File: config.mk
export PLATFORM = sky130hd
export DESIGN_NAME = pcs_top
export DESIGN_NICKNAME = d
export VERILOG_FILES = /design/src/logic/pcs_pkg.sv /design/src/logic/pcs_counter.sv /design/src/logic/pcs_line_mem.sv /design/src/logic/pcs_top.sv
export SDC_FILE = /design/constraint.sdc
export NUM_CORES = 1
export LEC_CHECK = 0
export BUFFER_PORTS_ARGS = -buffer_cell sky130_fd_sc_hd__buf_2
export CELL_PAD_IN_SITES_DETAIL_PLACEMENT = 0
export CELL_PAD_IN_SITES_GLOBAL_PLACEMENT = 1
export CORE_MARGIN = 10
export CORE_UTILIZATION = 40
export CTS_BUF_LIST = sky130_fd_sc_hd__clkbuf_4
export DETAILED_ROUTE_END_ITERATION = 8
export PLACE_DENSITY = 0.73
export SLEW_MARGIN = 20
export SYNTH_ARGS = -nofsm -noshare
export SYNTH_HDL_FRONTEND = slang
export SYNTH_SLANG_ARGS = --single-unit
export TNS_END_PERCENT = 100
File: constraint.sdc
create_clock -name hclk -period 6.9 [get_ports hclk]
set_clock_uncertainty 0.1 [all_clocks]
set_input_delay 0.345 -clock hclk [delete_from_list [all_inputs] [get_ports hclk]]
set_output_delay 0.345 -clock hclk [all_outputs]
set_load 0.05 [all_outputs]
File: src/logic/pcs_pkg.sv
/*
  Shared constants for the prefetch cache statistics and line access block:
  register offsets, widths, reset values, bus encodings and bus states.
  Assumes a single 32-bit AHB-Lite slave port on one clock.
*/
`default_nettype none

package pcs_pkg;

  localparam int unsigned PCS_DATA_W  = 32;
  localparam int unsigned PCS_IDX_W   = 4;
  localparam int unsigned PCS_LINES   = 16;
  localparam int unsigned PCS_DEC_W   = 12;

  // Register byte offsets within the slave's window.
  localparam logic [11:0] PCS_OFS_ACCESS = 12'h000;
  localparam logic [11:0] PCS_OFS_WORD2  = 12'h004;
  localparam logic [11:0] PCS_OFS_HIT    = 12'h008;
  localparam logic [11:0] PCS_OFS_MISS   = 12'h00C;

  // Field position of the line index inside the access register.
  localparam int unsigned PCS_IDX_LSB = 0;

  // Reset values and the counter maximum.
  localparam logic [31:0] PCS_CNT_RST  = 32'h0000_0000;
  localparam logic [3:0]  PCS_IDX_RST  = 4'h0;
  localparam logic [31:0] PCS_ZERO_W   = 32'h0000_0000;
  localparam logic [31:0] PCS_CNT_MAX  = 32'hFFFF_FFFF;

  // Bus encodings.
  localparam logic       PCS_HRESP_OKAY = 1'b0;

  typedef enum logic [0:0] {
    PCS_ST_IDLE,
    PCS_ST_BUSY
  } pcs_state_t;

endpackage : pcs_pkg

`default_nettype wire

File: src/logic/pcs_counter.sv
/*
  Free-running statistics counter with a software load port.
  Assumes load and increment are synchronous one-cycle strobes on clk.
*/
`timescale 1ns/10ps
`default_nettype none

module pcs_counter
  import pcs_pkg::*;
#(
  parameter int unsigned W = PCS_DATA_W
)
(
  input  wire logic         clk,
  input  wire logic         rst_n,
  input  wire logic         load,
  input  wire logic [W-1:0] load_val,
  input  wire logic         inc,
  output var  logic [W-1:0] count_ff
);

  // The reset value is one bus word, so wider counters cannot be served.
  if ((W < 1) || (W > PCS_DATA_W))
  begin : g_bad_width
    $error("pcs_counter: width must lie between one and the bus width");
  end

  // A software load wins over an event counted in the same cycle.
  always_ff @(posedge clk or negedge rst_n)
  begin
    if (!rst_n)
      count_ff <= PCS_CNT_RST[W-1:0];
    else if (load)
      count_ff <= load_val;
    else if (inc)
      count_ff <= count_ff + {{(W-1){1'b0}}, 1'b1}; // Rolls to zero.
  end

endmodule : pcs_counter

`default_nettype wire

File: src/logic/pcs_line_mem.sv
/*
  Small memory holding word two of each cache line; registered read data.
  Assumes the caller arbitrates between fill and software writes.
*/
`timescale 1ns/10ps
`default_nettype none

module pcs_line_mem
  import pcs_pkg::*;
#(
  parameter int unsigned DEPTH = PCS_LINES,
  parameter int unsigned W     = PCS_DATA_W,
  parameter int unsigned AW    = PCS_IDX_W
)
(
  input  wire logic          clk,
  input  wire logic          we,
  input  wire logic [AW-1:0] waddr,
  input  wire logic [W-1:0]  wdata,
  input  wire logic [AW-1:0] raddr,
  output var  logic [W-1:0]  rdata_ff
);

  logic [W-1:0] mem [DEPTH];

  if ((W < 1) || (DEPTH != (1 << AW)))
  begin : g_bad_shape
    $error("pcs_line_mem: depth must equal two to the address width");
  end

  always_ff @(posedge clk)
  begin
    if (we)
      mem[waddr] <= wdata;
  end

  always_ff @(posedge clk)
  begin
    rdata_ff <= mem[raddr];
  end

endmodule : pcs_line_mem

`default_nettype wire

File: src/logic/pcs_top.sv
/*
  Software view of the prefetch cache: line index, word two of the chosen
  line, and hit and miss statistics counters, behind an AHB-Lite slave.
  Assumes the cache lookup logic gives one access report per cycle on
  the same clock, and that the code protection level comes from a pin.
*/
`timescale 1ns/10ps
`default_nettype none

module pcs_top
  import pcs_pkg::*;
(
  input  wire logic                  hclk,
  input  wire logic                  hresetn,
  input  wire logic                  hsel,
  input  wire logic [31:0]           haddr,
  input  wire logic [1:0]            htrans,
  input  wire logic                  hwrite,
  input  wire logic [2:0]            hsize,
  input  wire logic [31:0]           hwdata,
  input  wire logic                  hready,
  output var  logic [31:0]           hrdata,
  output var  logic                  hreadyout,
  output var  logic                  hresp,
  input  wire logic                  code_protect_pin,
  input  wire logic                  acc_valid,
  input  wire logic                  acc_fetch,
  input  wire logic                  acc_load,
  input  wire logic                  acc_cacheable,
  input  wire logic                  acc_hit,
  input  wire logic                  fill_we,
  input  wire logic [PCS_IDX_W-1:0]  fill_index,
  input  wire logic [PCS_DATA_W-1:0] fill_data
);

  pcs_state_t             state_ff;
  pcs_state_t             nxt_state;
  logic [PCS_DEC_W-1:0]   addr_ff;
  logic                   write_ff;
  logic [31:0]            hrdata_ff;
  logic                   hreadyout_ff;
  logic                   hresp_ff;
  logic                   prot_meta_ff;
  logic                   prot_ff;
  logic [PCS_IDX_W-1:0]   idx_ff;
  logic [31:0]            word_rdata;
  logic [31:0]            hit_cnt;
  logic [31:0]            miss_cnt;
  logic                   accept;
  logic                   busy;
  logic                   bus_we;
  logic                   sel_access;
  logic                   sel_word;
  logic                   sel_hit;
  logic                   sel_miss;
  logic                   hit_ev;
  logic                   miss_ev;
  logic                   hit_load;
  logic                   miss_load;
  logic                   mem_we;
  logic [PCS_IDX_W-1:0]   mem_waddr;
  logic [31:0]            mem_wdata;
  logic [31:0]            nxt_rdata;

  assign hrdata    = hrdata_ff;
  assign hreadyout = hreadyout_ff;
  assign hresp     = hresp_ff;

  // The protection level is not timed to hclk, so it is synchronised.
  always_ff @(posedge hclk or negedge hresetn)
  begin
    if (!hresetn)
    begin
      prot_meta_ff <= 1'b1;
      prot_ff      <= 1'b1;
    end
    else
    begin
      prot_meta_ff <= code_protect_pin;
      prot_ff      <= prot_meta_ff;
    end
  end

  // Every transfer takes one wait state, which leaves time for the
  // registered read of the line memory.
  assign accept = hsel && htrans[1] && hready && (state_ff == PCS_ST_IDLE);
  assign busy   = (state_ff == PCS_ST_BUSY);
  assign bus_we = busy && write_ff;

  always_comb
  begin
    nxt_state = state_ff;
    case (state_ff)
      PCS_ST_IDLE:
      begin
        if (accept)
          nxt_state = PCS_ST_BUSY;
      end
      PCS_ST_BUSY:
        nxt_state = PCS_ST_IDLE;
      default:
        nxt_state = PCS_ST_IDLE;
    endcase
  end

  always_ff @(posedge hclk or negedge hresetn)
  begin
    if (!hresetn)
      state_ff <= PCS_ST_IDLE;
    else
      state_ff <= nxt_state;
  end

  always_ff @(posedge hclk or negedge hresetn)
  begin
    if (!hresetn)
    begin
      addr_ff  <= '0;
      write_ff <= 1'b0;
    end
    else if (accept)
    begin
      addr_ff  <= haddr[PCS_DEC_W-1:0];
      write_ff <= hwrite;
    end
  end

  always_ff @(posedge hclk or negedge hresetn)
  begin
    if (!hresetn)
    begin
      hreadyout_ff <= 1'b1;
      hresp_ff     <= PCS_HRESP_OKAY;
    end
    else
    begin
      hreadyout_ff <= (nxt_state == PCS_ST_IDLE);
      hresp_ff     <= PCS_HRESP_OKAY;
    end
  end

  assign sel_access = (addr_ff == PCS_OFS_ACCESS);
  assign sel_word   = (addr_ff == PCS_OFS_WORD2);
  assign sel_hit    = (addr_ff == PCS_OFS_HIT);
  assign sel_miss   = (addr_ff == PCS_OFS_MISS);

  always_ff @(posedge hclk or negedge hresetn)
  begin
    if (!hresetn)
      idx_ff <= PCS_IDX_RST;
    else if (bus_we && sel_access)
      idx_ff <= hwdata[PCS_IDX_LSB +: PCS_IDX_W];
  end

  // A line fill outranks a software write to the word in the same cycle.
  always_comb
  begin
    mem_we    = fill_we || (bus_we && sel_word);
    mem_waddr = fill_we ? fill_index : idx_ff;
    mem_wdata = fill_we ? fill_data : hwdata;
  end

  pcs_line_mem #(
    .DEPTH (PCS_LINES),
    .W     (PCS_DATA_W),
    .AW    (PCS_IDX_W)
  ) u_line_mem (
    .clk      (hclk),
    .we       (mem_we),
    .waddr    (mem_waddr),
    .wdata    (mem_wdata),
    .raddr    (idx_ff),
    .rdata_ff (word_rdata)
  );

  assign hit_ev  = acc_valid && acc_cacheable && acc_hit
                   && (acc_fetch || acc_load);
  assign miss_ev = acc_valid && acc_cacheable && !acc_hit
                   && acc_fetch;
  assign hit_load  = bus_we && sel_hit;
  assign miss_load = bus_we && sel_miss;

  pcs_counter #(
    .W (PCS_DATA_W)
  ) u_hit_cnt (
    .clk      (hclk),
    .rst_n    (hresetn),
    .load     (hit_load),
    .load_val (hwdata),
    .inc      (hit_ev),
    .count_ff (hit_cnt)
  );

  pcs_counter #(
    .W (PCS_DATA_W)
  ) u_miss_cnt (
    .clk      (hclk),
    .rst_n    (hresetn),
    .load     (miss_load),
    .load_val (hwdata),
    .inc      (miss_ev),
    .count_ff (miss_cnt)
  );

  // Unmapped offsets read as zero so nothing leaks from other state.
  always_comb
  begin
    nxt_rdata = PCS_ZERO_W;
    if (sel_access)
      nxt_rdata[PCS_IDX_LSB +: PCS_IDX_W] = idx_ff;
    else if (sel_word)
      nxt_rdata = prot_ff ? PCS_ZERO_W : word_rdata;
    else if (sel_hit)
      nxt_rdata = hit_cnt;
    else if (sel_miss)
      nxt_rdata = miss_cnt;
  end

  always_ff @(posedge hclk or negedge hresetn)
  begin
    if (!hresetn)
      hrdata_ff <= PCS_ZERO_W;
    else if (busy && !write_ff)
      hrdata_ff <= nxt_rdata;
  end
endmodule : pcs_top

`default_nettype wire

Word-level counts from Yosys, hierarchy flattened --
Memories as Yosys holds them, arrays and structs flattened. A register that Yosys moved wholly into a read port is not among the register bits. Cells that the tools add are included.
Word-level totals: flip-flop bits (word level) 117, input bits 117, output and inout port bits 34, memory bits (writable) 512, memories 1, word-level logic and storage cells 55
Cells by class: $add $sub $neg 2, bitwise logic cells 2, muxes and demuxes 16, reduce and logical (&&, ||, !) cells 21, eq/ne operators 3
Memory list:
- u_line_mem.mem | words 16, width 32, rd ports 1, clocked after Yosys merged registers in 1, write ports 1, RTL line pcs_line_mem.sv:24 | logic [W-1:0] mem [DEPTH];
Operators with widths (number):
- $mux W32 | 9
- $add A32 B1 Y32 const B | 2
- $mux W28 | 1
- $eq A12 B4 Y1 const B | 2
- $logic_and A1 B1 Y1 | 14
- $eq A12 B3 Y1 const B | 1
- $logic_not A12 Y1 | 1
- $mux W4 | 2
- $reduce_bool A2 Y1 | 2
- $mux W1 | 3
- $logic_not A1 Y1 | 2
- $logic_or A1 B1 Y1 | 2
- $not A1 Y1 | 2
- $pmux W1 S2 | 1

Logic depth before layout (Yosys ltp) --
Gate-level depths: netlist of the first run.
word-level depth 6, gate-level depth with buffers 7

Hierarchy --
Synthesis of the first run repeated with hierarchy kept, for this count alone.
Unflattened totals: cells, all modules 1563, area total of the unflattened synthesis 26987.1 µm²
Modules (own cells, without submodules):
- pcs_line_mem | instances 1, area an instance 19854.0 µm², cells an instance 838
- pcs_top | instances 1, area an instance 3255.6 µm², cells an instance 283
- pcs_counter (u_miss_cnt) | instances 1, area an instance 1966.9 µm², cells an instance 219
- pcs_counter (u_hit_cnt) | instances 1, area an instance 1910.6 µm², cells an instance 223

Worst setup path after synthesis of the first run --
OpenSTA, ideal clock, no wires.
path type reg2reg, start point register idx_ff[2], end point memory u_line_mem.mem[4][0] (netlist bit), enable pin, arrival time 3.767 ns, path slack 2.565 ns, cell stages (with the launch flop) 5, clock period less this slack 4.335 ns, cells stage by stage dfrtp_1 > clkbuf_1 > clkbuf_1 > mux2i_1 > nor3b_1
On the way: longest elaborated chain between the ends 1
Ends and longest elaborated chain:
- start, declared | RTL line pcs_top.sv:45 | logic [PCS_IDX_W-1:0] idx_ff;
- start signal, assigned | RTL line pcs_top.sv:152 | idx_ff <= hwdata[PCS_IDX_LSB +: PCS_IDX_W];
- $mux W4 | RTL line pcs_top.sv:159 | mem_waddr = fill_we ? fill_index : idx_ff;
- end, declared | RTL line pcs_line_mem.sv:24
Every way passes these cells.

Final worst setup path of the first run --
start point register addr_ff[1], end point memory u_line_mem.mem[1][18] (netlist bit), enable pin
On the way: longest elaborated chain between the ends 5
Ends and longest elaborated chain:
- start, declared | RTL line pcs_top.sv:38 | logic [PCS_DEC_W-1:0] addr_ff;
- start signal, assigned | RTL line pcs_top.sv:123 | addr_ff <= haddr[PCS_DEC_W-1:0];
- $eq A12 B3 Y1 | RTL line pcs_top.sv:143 | assign sel_word = (addr_ff == PCS_OFS_WORD2);
- $logic_and A1 B1 Y1 | RTL line pcs_top.sv:158 | mem_we = fill_we || (bus_we && sel_word);
- $logic_or A1 B1 Y1 | RTL line pcs_top.sv:158
- $mux W1 | RTL line pcs_line_mem.sv:33 | if (we)
- $mux W1 (implied by the code) | RTL line pcs_line_mem.sv:34 | mem[waddr] <= wdata;
Every way passes these cells.

==> reports/results.ini, run 1 <==
[final_layout]
fill_cells = 5562
final_area_um2 = 31300
layout-drive-gt1-share_pct = 32.9
syn_to_final_growth_pct = 17.5
nNetsFinal = 1950

[cts]
post-cts-setup-buffer-count = 0
clockBufferDepth = 3
htreeDepth = 4
ctsHoldBuffers = 91
cts_tree = built
cts_resized = 0
cts_sinks = 661
clk_latency_ps = 880
cts_buffers = 158
clk_pin_slew_ps = 60
cts_root_buffer = clkbuf_4

[setup_path]
crit_cells = 6
path_delay_family = simple AND/OR/NAND/NOR gates
cp.required_ps = 7320
critPathCapture = u_line_mem.mem[1][18]$_DFFE_PP_
rrSetupSlack_ps = 3010
crit_arrival_ps = 4310
cp_num_buf_inv = 1
crit_chain = nor4_2 > nand4_1 > o22ai_1 > nand2_1 > nor2_4 > buf_4
timing.rr.start = addr_ff[1]$_DFFE_PN0P_
critPathSlowestCell = nor2_4
path_max_fanout = 17
reg2reg_depth = 6
cp_slowest_stage_delay_ps = 660
crit_type = reg -> reg
end_kind = flop
worstSetupStartpoint = addr_ff[1]$_DFFE_PN0P_
rr_endpoint = u_line_mem.mem[1][18]$_DFFE_PP_
cp-start-kind = flop

[placement]
portBuffers = 125
gp_congestion = 0.805
postPlaceCellArea_um2 = 28300
hpwl_um = 38500

[floorplanning]
design.die.area_um2 = 77400
chipHeight_um = 278
pin_count = 151
num_rows = 94
die_x_um = 278
initial_utilization_pct = 40.5
core-area_um2 = 65900

[worst_hold_path]
hold_path_startpoint = acc_fetch
hp-class = in -> reg

[pwr]
max-vdd-ir-drop_uv = 138
power_density_nw_per_um2 = 276
leakagePower_nw = 10.9

[global_routing]
overflow = 0
grt_max_degree = 107
grt_usage_pct = 17.2
grt_pass1_wl_um = 100000
grt_pass1_vias = 16000
grt_antenna_before_repair = 3

[yosys]
synth_area_leaders = edfxtp_1 58%, mux4_2 14%, dfrtp_1 11%
synthesis.nets = 1639
async_flop_share_pct = 17.7
synthDominantCellAreaShare_pct = 57.7
synth.distinct_cells = 53
syn-instance-count = 1520
yosys_warnings = 0
synthFlopType = edfxtp_1
syn-cell-area_um2 = 26700
ys_seq_area_share_pct = 71.1
syn_avg_cell_area_um2 = 17.5
yosys.area.top_type = edfxtp_1
synth-edff-count = 512
synth-seq-cells = 661

[sta]
rsz0062_at_grt = false
fin_hold_ws_ps = 95.6
tightest_slew_ps = 1110
finalSetupTns_ps = 0
min_period_over_period_pct = 56.4
hold_viol = 0
drv_slew = 0
setup_violations = 0
layout_min_cycle_time_ps = 3890
fmax_ghz = 0.257
relSlewSlack_pct = 26.1

[outcome]
outcome = completed

[drt]
ant_nets = 0
vias_per_cell = 5.41
wl_per_cell_um = 23.8
wirelength_um = 67000
drtPass1Iterations = 5
initialDrtViolationCount = 1127
vias = 15300
drc = 0

[job]
cap_violations = 0

-- cells in the mapped netlist, drive strengths merged, types with 2 or more instances --
cell    count
xor2       22
a21oi      60
dfxtp      32
o21ai      47
clkbuf     69
a31oi       2
or4         3
inv        17
nand2     102
nand4      23
and3        4
mux2       38
and4        6
dfrtp     114
ha          2
edfxtp    512
nor2       85
nor3       24
xnor2      40
nor4       21
buf        24
nor2b       8
nor3b       4
dfstp       3
a211oi     13
nand3      23
nand4b      2
mux2i       7
a22oi      19
mux4      160
a22o       22
nand2b      2
and2        2
-- metal layers --
metal	global-route usage (%)	part of all wire [%]
met5	0	0
met4	6.46	2.2
met2	27.8	49
met3	4.64	7.6
met1	21.9	41
-- cell type report --
type	instances	area, µm²	share of cell area, %
Inverter	17	63.8	0.204
Tap cell	864	1080	3.45
Timing Repair Buffer	244	1780	5.68
Clock inverter	40	220	0.703
Clock buffer	242	1820	5.80
Antenna cell	3	7.51	0.0240
Multi-Input combinational cell	749	7400	23.6
Sequential cell	661	19000	60.5
-- cell families (layout without fill, tap and decap cells) --
group,after synthesis,count (layout),share of synthesized area (%)
XOR/XNOR,62,62,2.04
AO/OA/AOI/OAI,165,165,3.75
adder cells (fa/ha/maj),2,2,0.0939
flip-flops,661,661,71.1
AND/OR/NAND/NOR,314,314,5.94
buffers and inverters,110,543,1.69
other,1,4,0.0141
multiplexers,205,205,15.4
-- metrics by stage --
step                cells  setup WS [ps]  utilization, %  power [W]
finish               2820           3010            47.6    0.00866
global route         2819           2800            47.6    0.00905
CTS                  2817           2970            47.5    0.00876
detailed placement   2444           3000            43.0    0.00554
global placement     2444           3060            43.0    0.00552
floorplan            1520           2570               -    0.00523
-- worst min path at each step --
stage / end / slack [ps] / depth (start not counted)
2_1_floorplan: addr_ff[0]$_DFFE_PN0P_ / -50 / 0
3_3_place_gp: prot_ff$_DFF_PN1_ / 250 / 0
3_5_place_dp: prot_ff$_DFF_PN1_ / 250 / 0
4_1_cts: addr_ff[10]$_DFFE_PN0P_ / 8 / 4
5_1_grt: u_miss_cnt.count_ff[0]$_DFFE_PN0P_ / 70 / 4
6_report: u_miss_cnt.count_ff[0]$_DFFE_PN0P_ / 100 / 4
-- power breakdown --
group          switching (W)  internal (W)  leakage (nW)  total (W)
combinational       0.000497      0.000366          3.30   0.000863
sequential          0.000160       0.00448          6.35    0.00464
clock                0.00148       0.00167          1.23    0.00316
total                0.00214       0.00652          10.9    0.00866
-- tightest hold or removal path: stages --
cell,delay [ps]
buf_2,100
and4b_1,310
xnor2_1,200
a21oi_1,60
-- placed cells by master (no fill, tap or decap), types with 47 or more instances in the layout --
master,count
nor2_1,69
mux4_2,160
o21ai_0,47
dlygate4sd3_1,90
buf_2,124
dfrtp_1,110
clkbuf_4,242
edfxtp_1,512
nand2_1,102
a21oi_1,60
-- registers in the layout, indices dropped and copies added, names as in the netlist, 4 cells and up --
signal               cells
addr_ff                 12
idx_ff                   4
u_hit_cnt.count_ff      32
u_line_mem.mem         512
hrdata                  32
u_miss_cnt.count_ff     32
u_line_mem.rdata_ff     32
Power figures use the tool's default switching activity.
==> run 2: changes to the inputs <==
- clock period: 6.9 -> 3.68 ns (I/O delays scaled with it)
==> reports/results.ini, run 2 (synthesis results as in run 1) <==
[setup_path]
crit_cells = 7  ; +1
crit_arrival_ps = 3910  ; -400 ps
cp-start-kind = flop
timing.critical_path.mode_cell = buf_4
reg2reg_depth = 7  ; +1
crit_chain = buf_4 > nor2b_1 > buf_4 > or3b_1 > nor2_1 > a21oi_1 > dlygate4sd3_1
path_delay_family = buffers and inverters
critPathSlowestCell = or3b_1
cp.required_ps = 4330  ; -2990 ps
end_kind = flop
path_max_fanout = 44  ; +27
cp_slowest_stage_delay_ps = 810  ; +150 ps
cp_num_buf_inv = 3  ; +2
crit_type = reg -> reg

[sta]
tightest_slew_ps = 1060  ; -43.5 ps
fmax_ghz = 0.306  ; +19%
layout_min_cycle_time_ps = 3260  ; -626 ps
hold_viol = 0  ; unchanged
drv_slew = 0  ; unchanged
finalSetupTns_ps = 0  ; unchanged
relSlewSlack_pct = 28.8  ; +2.6 points
rsz0062_at_grt = false
fin_hold_ws_ps = 82.9  ; -12.8 ps
min_period_over_period_pct = 88.7  ; +32 points
setup_violations = 0  ; unchanged

[pwr]
switchingPower_w = 0.00404  ; +89%
max-vdd-ir-drop_uv = 253  ; +84%
swShare_pct = 24.5  ; -0.17 points
power_frac_seq_pct = 52.8  ; -0.8 points
p_int_w = 0.0124  ; +90%
p_clk_share_pct = 36.6  ; +0.2 points
power_density_nw_per_um2 = 513  ; +86%
leakagePower_nw = 11.2  ; +3.1%
power_frac_comb_pct = 10.6  ; +0.6 points
totalPowerFinal_w = 0.0164  ; +90%

[cts]
cts_tree = built
clk_latency_ps = 880  ; about the same
cts_resized = 0  ; unchanged
clockBufferDepth = 3  ; unchanged
cts_root_buffer = clkbuf_4
clk_pin_slew_ps = 70  ; about the same
post-cts-setup-buffer-count = 0  ; unchanged
htreeDepth = 4  ; unchanged
ctsHoldBuffers = 128  ; +41%
cts_sinks = 661  ; unchanged
cts_buffers = 160  ; +1.3%

[final_layout]
largest-register = u_line_mem.mem
layout-drive-gt1-share_pct = 33.4  ; +0.58 points
syn_to_final_growth_pct = 20.2
final_cell_mix = 512 x edfxtp_1, 257 x clkbuf_4, 160 x mux4_2
nNetsFinal = 2010  ; +3.1%
largest_register_ff_count = 512  ; unchanged
final_cells = 2890  ; +2.5%
fin_util_pct = 48.7  ; +1.1 points
fill_cells = 5544  ; -0.32%
final_common_cell = edfxtp_1

[drt]
drc = 0  ; unchanged
ant_nets = 0  ; unchanged
vias_per_cell = 5.41  ; -0.11%
vias = 15600  ; +2.4%
wl_per_cell_um = 23.5  ; -1.3%
initialDrtViolationCount = 1088  ; -3.5%
drtPass1Iterations = 8  ; +3
wirelength_um = 67800  ; +1.1%

[floorplanning]
num_rows = 94  ; unchanged
design.die.area_um2 = 77400  ; unchanged
pin_count = 151  ; unchanged
chipHeight_um = 278  ; unchanged
initial_utilization_pct = 40.5  ; unchanged
die_x_um = 278  ; unchanged
core-area_um2 = 65900  ; unchanged

[job]
cap_violations = 0  ; unchanged

[outcome]
outcome = completed

[placement]
gp_congestion = 0.826  ; +2.7%
hpwl_um = 39900  ; +3.7%
portBuffers = 125  ; unchanged
place_inst = 2465  ; +0.86%

[global_routing]
grt_pass1_wl_um = 102000  ; +1.8%
grt_max_degree = 84  ; -21%
overflow = 0  ; unchanged
grt_pass1_vias = 16400  ; +2.0%
grt_antenna_before_repair = 5  ; +2
grt_usage_pct = 17.5  ; +0.28 points

[worst_hold_path]
hp-class = in -> reg
holdPathStages = 4  ; unchanged

run 2: layer usage:
metal | track usage (%) | wire, µm | vias up
li1 | - | - | 6867
met1 | 22.4 | 27800 | 8043
met2 | 27.9 | 32800 | 582
met3 | 4.52 | 5230 | 132
met4 | 7.29 | 1970 | 4
met5 | 0 | 27 | -
run 2: final timing paths:
check	start	slack, ps	endpoint
worst max-delay path	addr_ff[3]$_DFFE_PN0P_	420	u_hit_cnt.count_ff[4]$_DFFE_PN0P_
worst min-delay path	hwdata[24]	80	u_hit_cnt.count_ff[24]$_DFFE_PN0P_
worst max register to register	addr_ff[3]$_DFFE_PN0P_	420	u_hit_cnt.count_ff[4]$_DFFE_PN0P_
worst min register to register	prot_meta_ff$_DFF_PN1_	260	prot_ff$_DFF_PN1_
max in group asynchronous	hresetn	2740	idx_ff[0]$_DFFE_PN0P_
min in group asynchronous	hresetn	350	hreadyout$_DFF_PN1_
run 2: tightest hold or removal path: stages:
cell and delay [ps]:
dlygate4sd3_1 520, buf_2 170, nand2_1 60, o21ai_0 60
run 2: cell type report:
type	count	area (µm²)	share of cell area, %
antenna	2	5.00	0.0156
clock buffer	257	1930	6.02
clock inverter	38	185	0.578
inverter	17	63.8	0.199
multi-input combinational	749	7400	23.1
sequential	661	19000	59.1
tap	864	1080	3.37
timing repair buffer	302	2430	7.59
run 2: power groups by stage:
stage	combinational [W]	clock, W	sequential (W)
floorplan	0.000959	0	0.00884
global placement	0.00155	0	0.00882
detailed placement	0.00158	0	0.00883
CTS	0.00174	0.00621	0.00868
global route	0.00188	0.00662	0.00872
finish	0.00174	0.00603	0.00868
run 2: per-stage QoR:
step / worst slack (ps) / cell area, µm²
6_report: 415 / 32000
5_1_grt: 218 / 32000
4_1_cts: 437 / 32000
3_5_place_dp: 811 / 28600
3_3_place_gp: 796 / 28600
2_1_floorplan: 277 / 26700
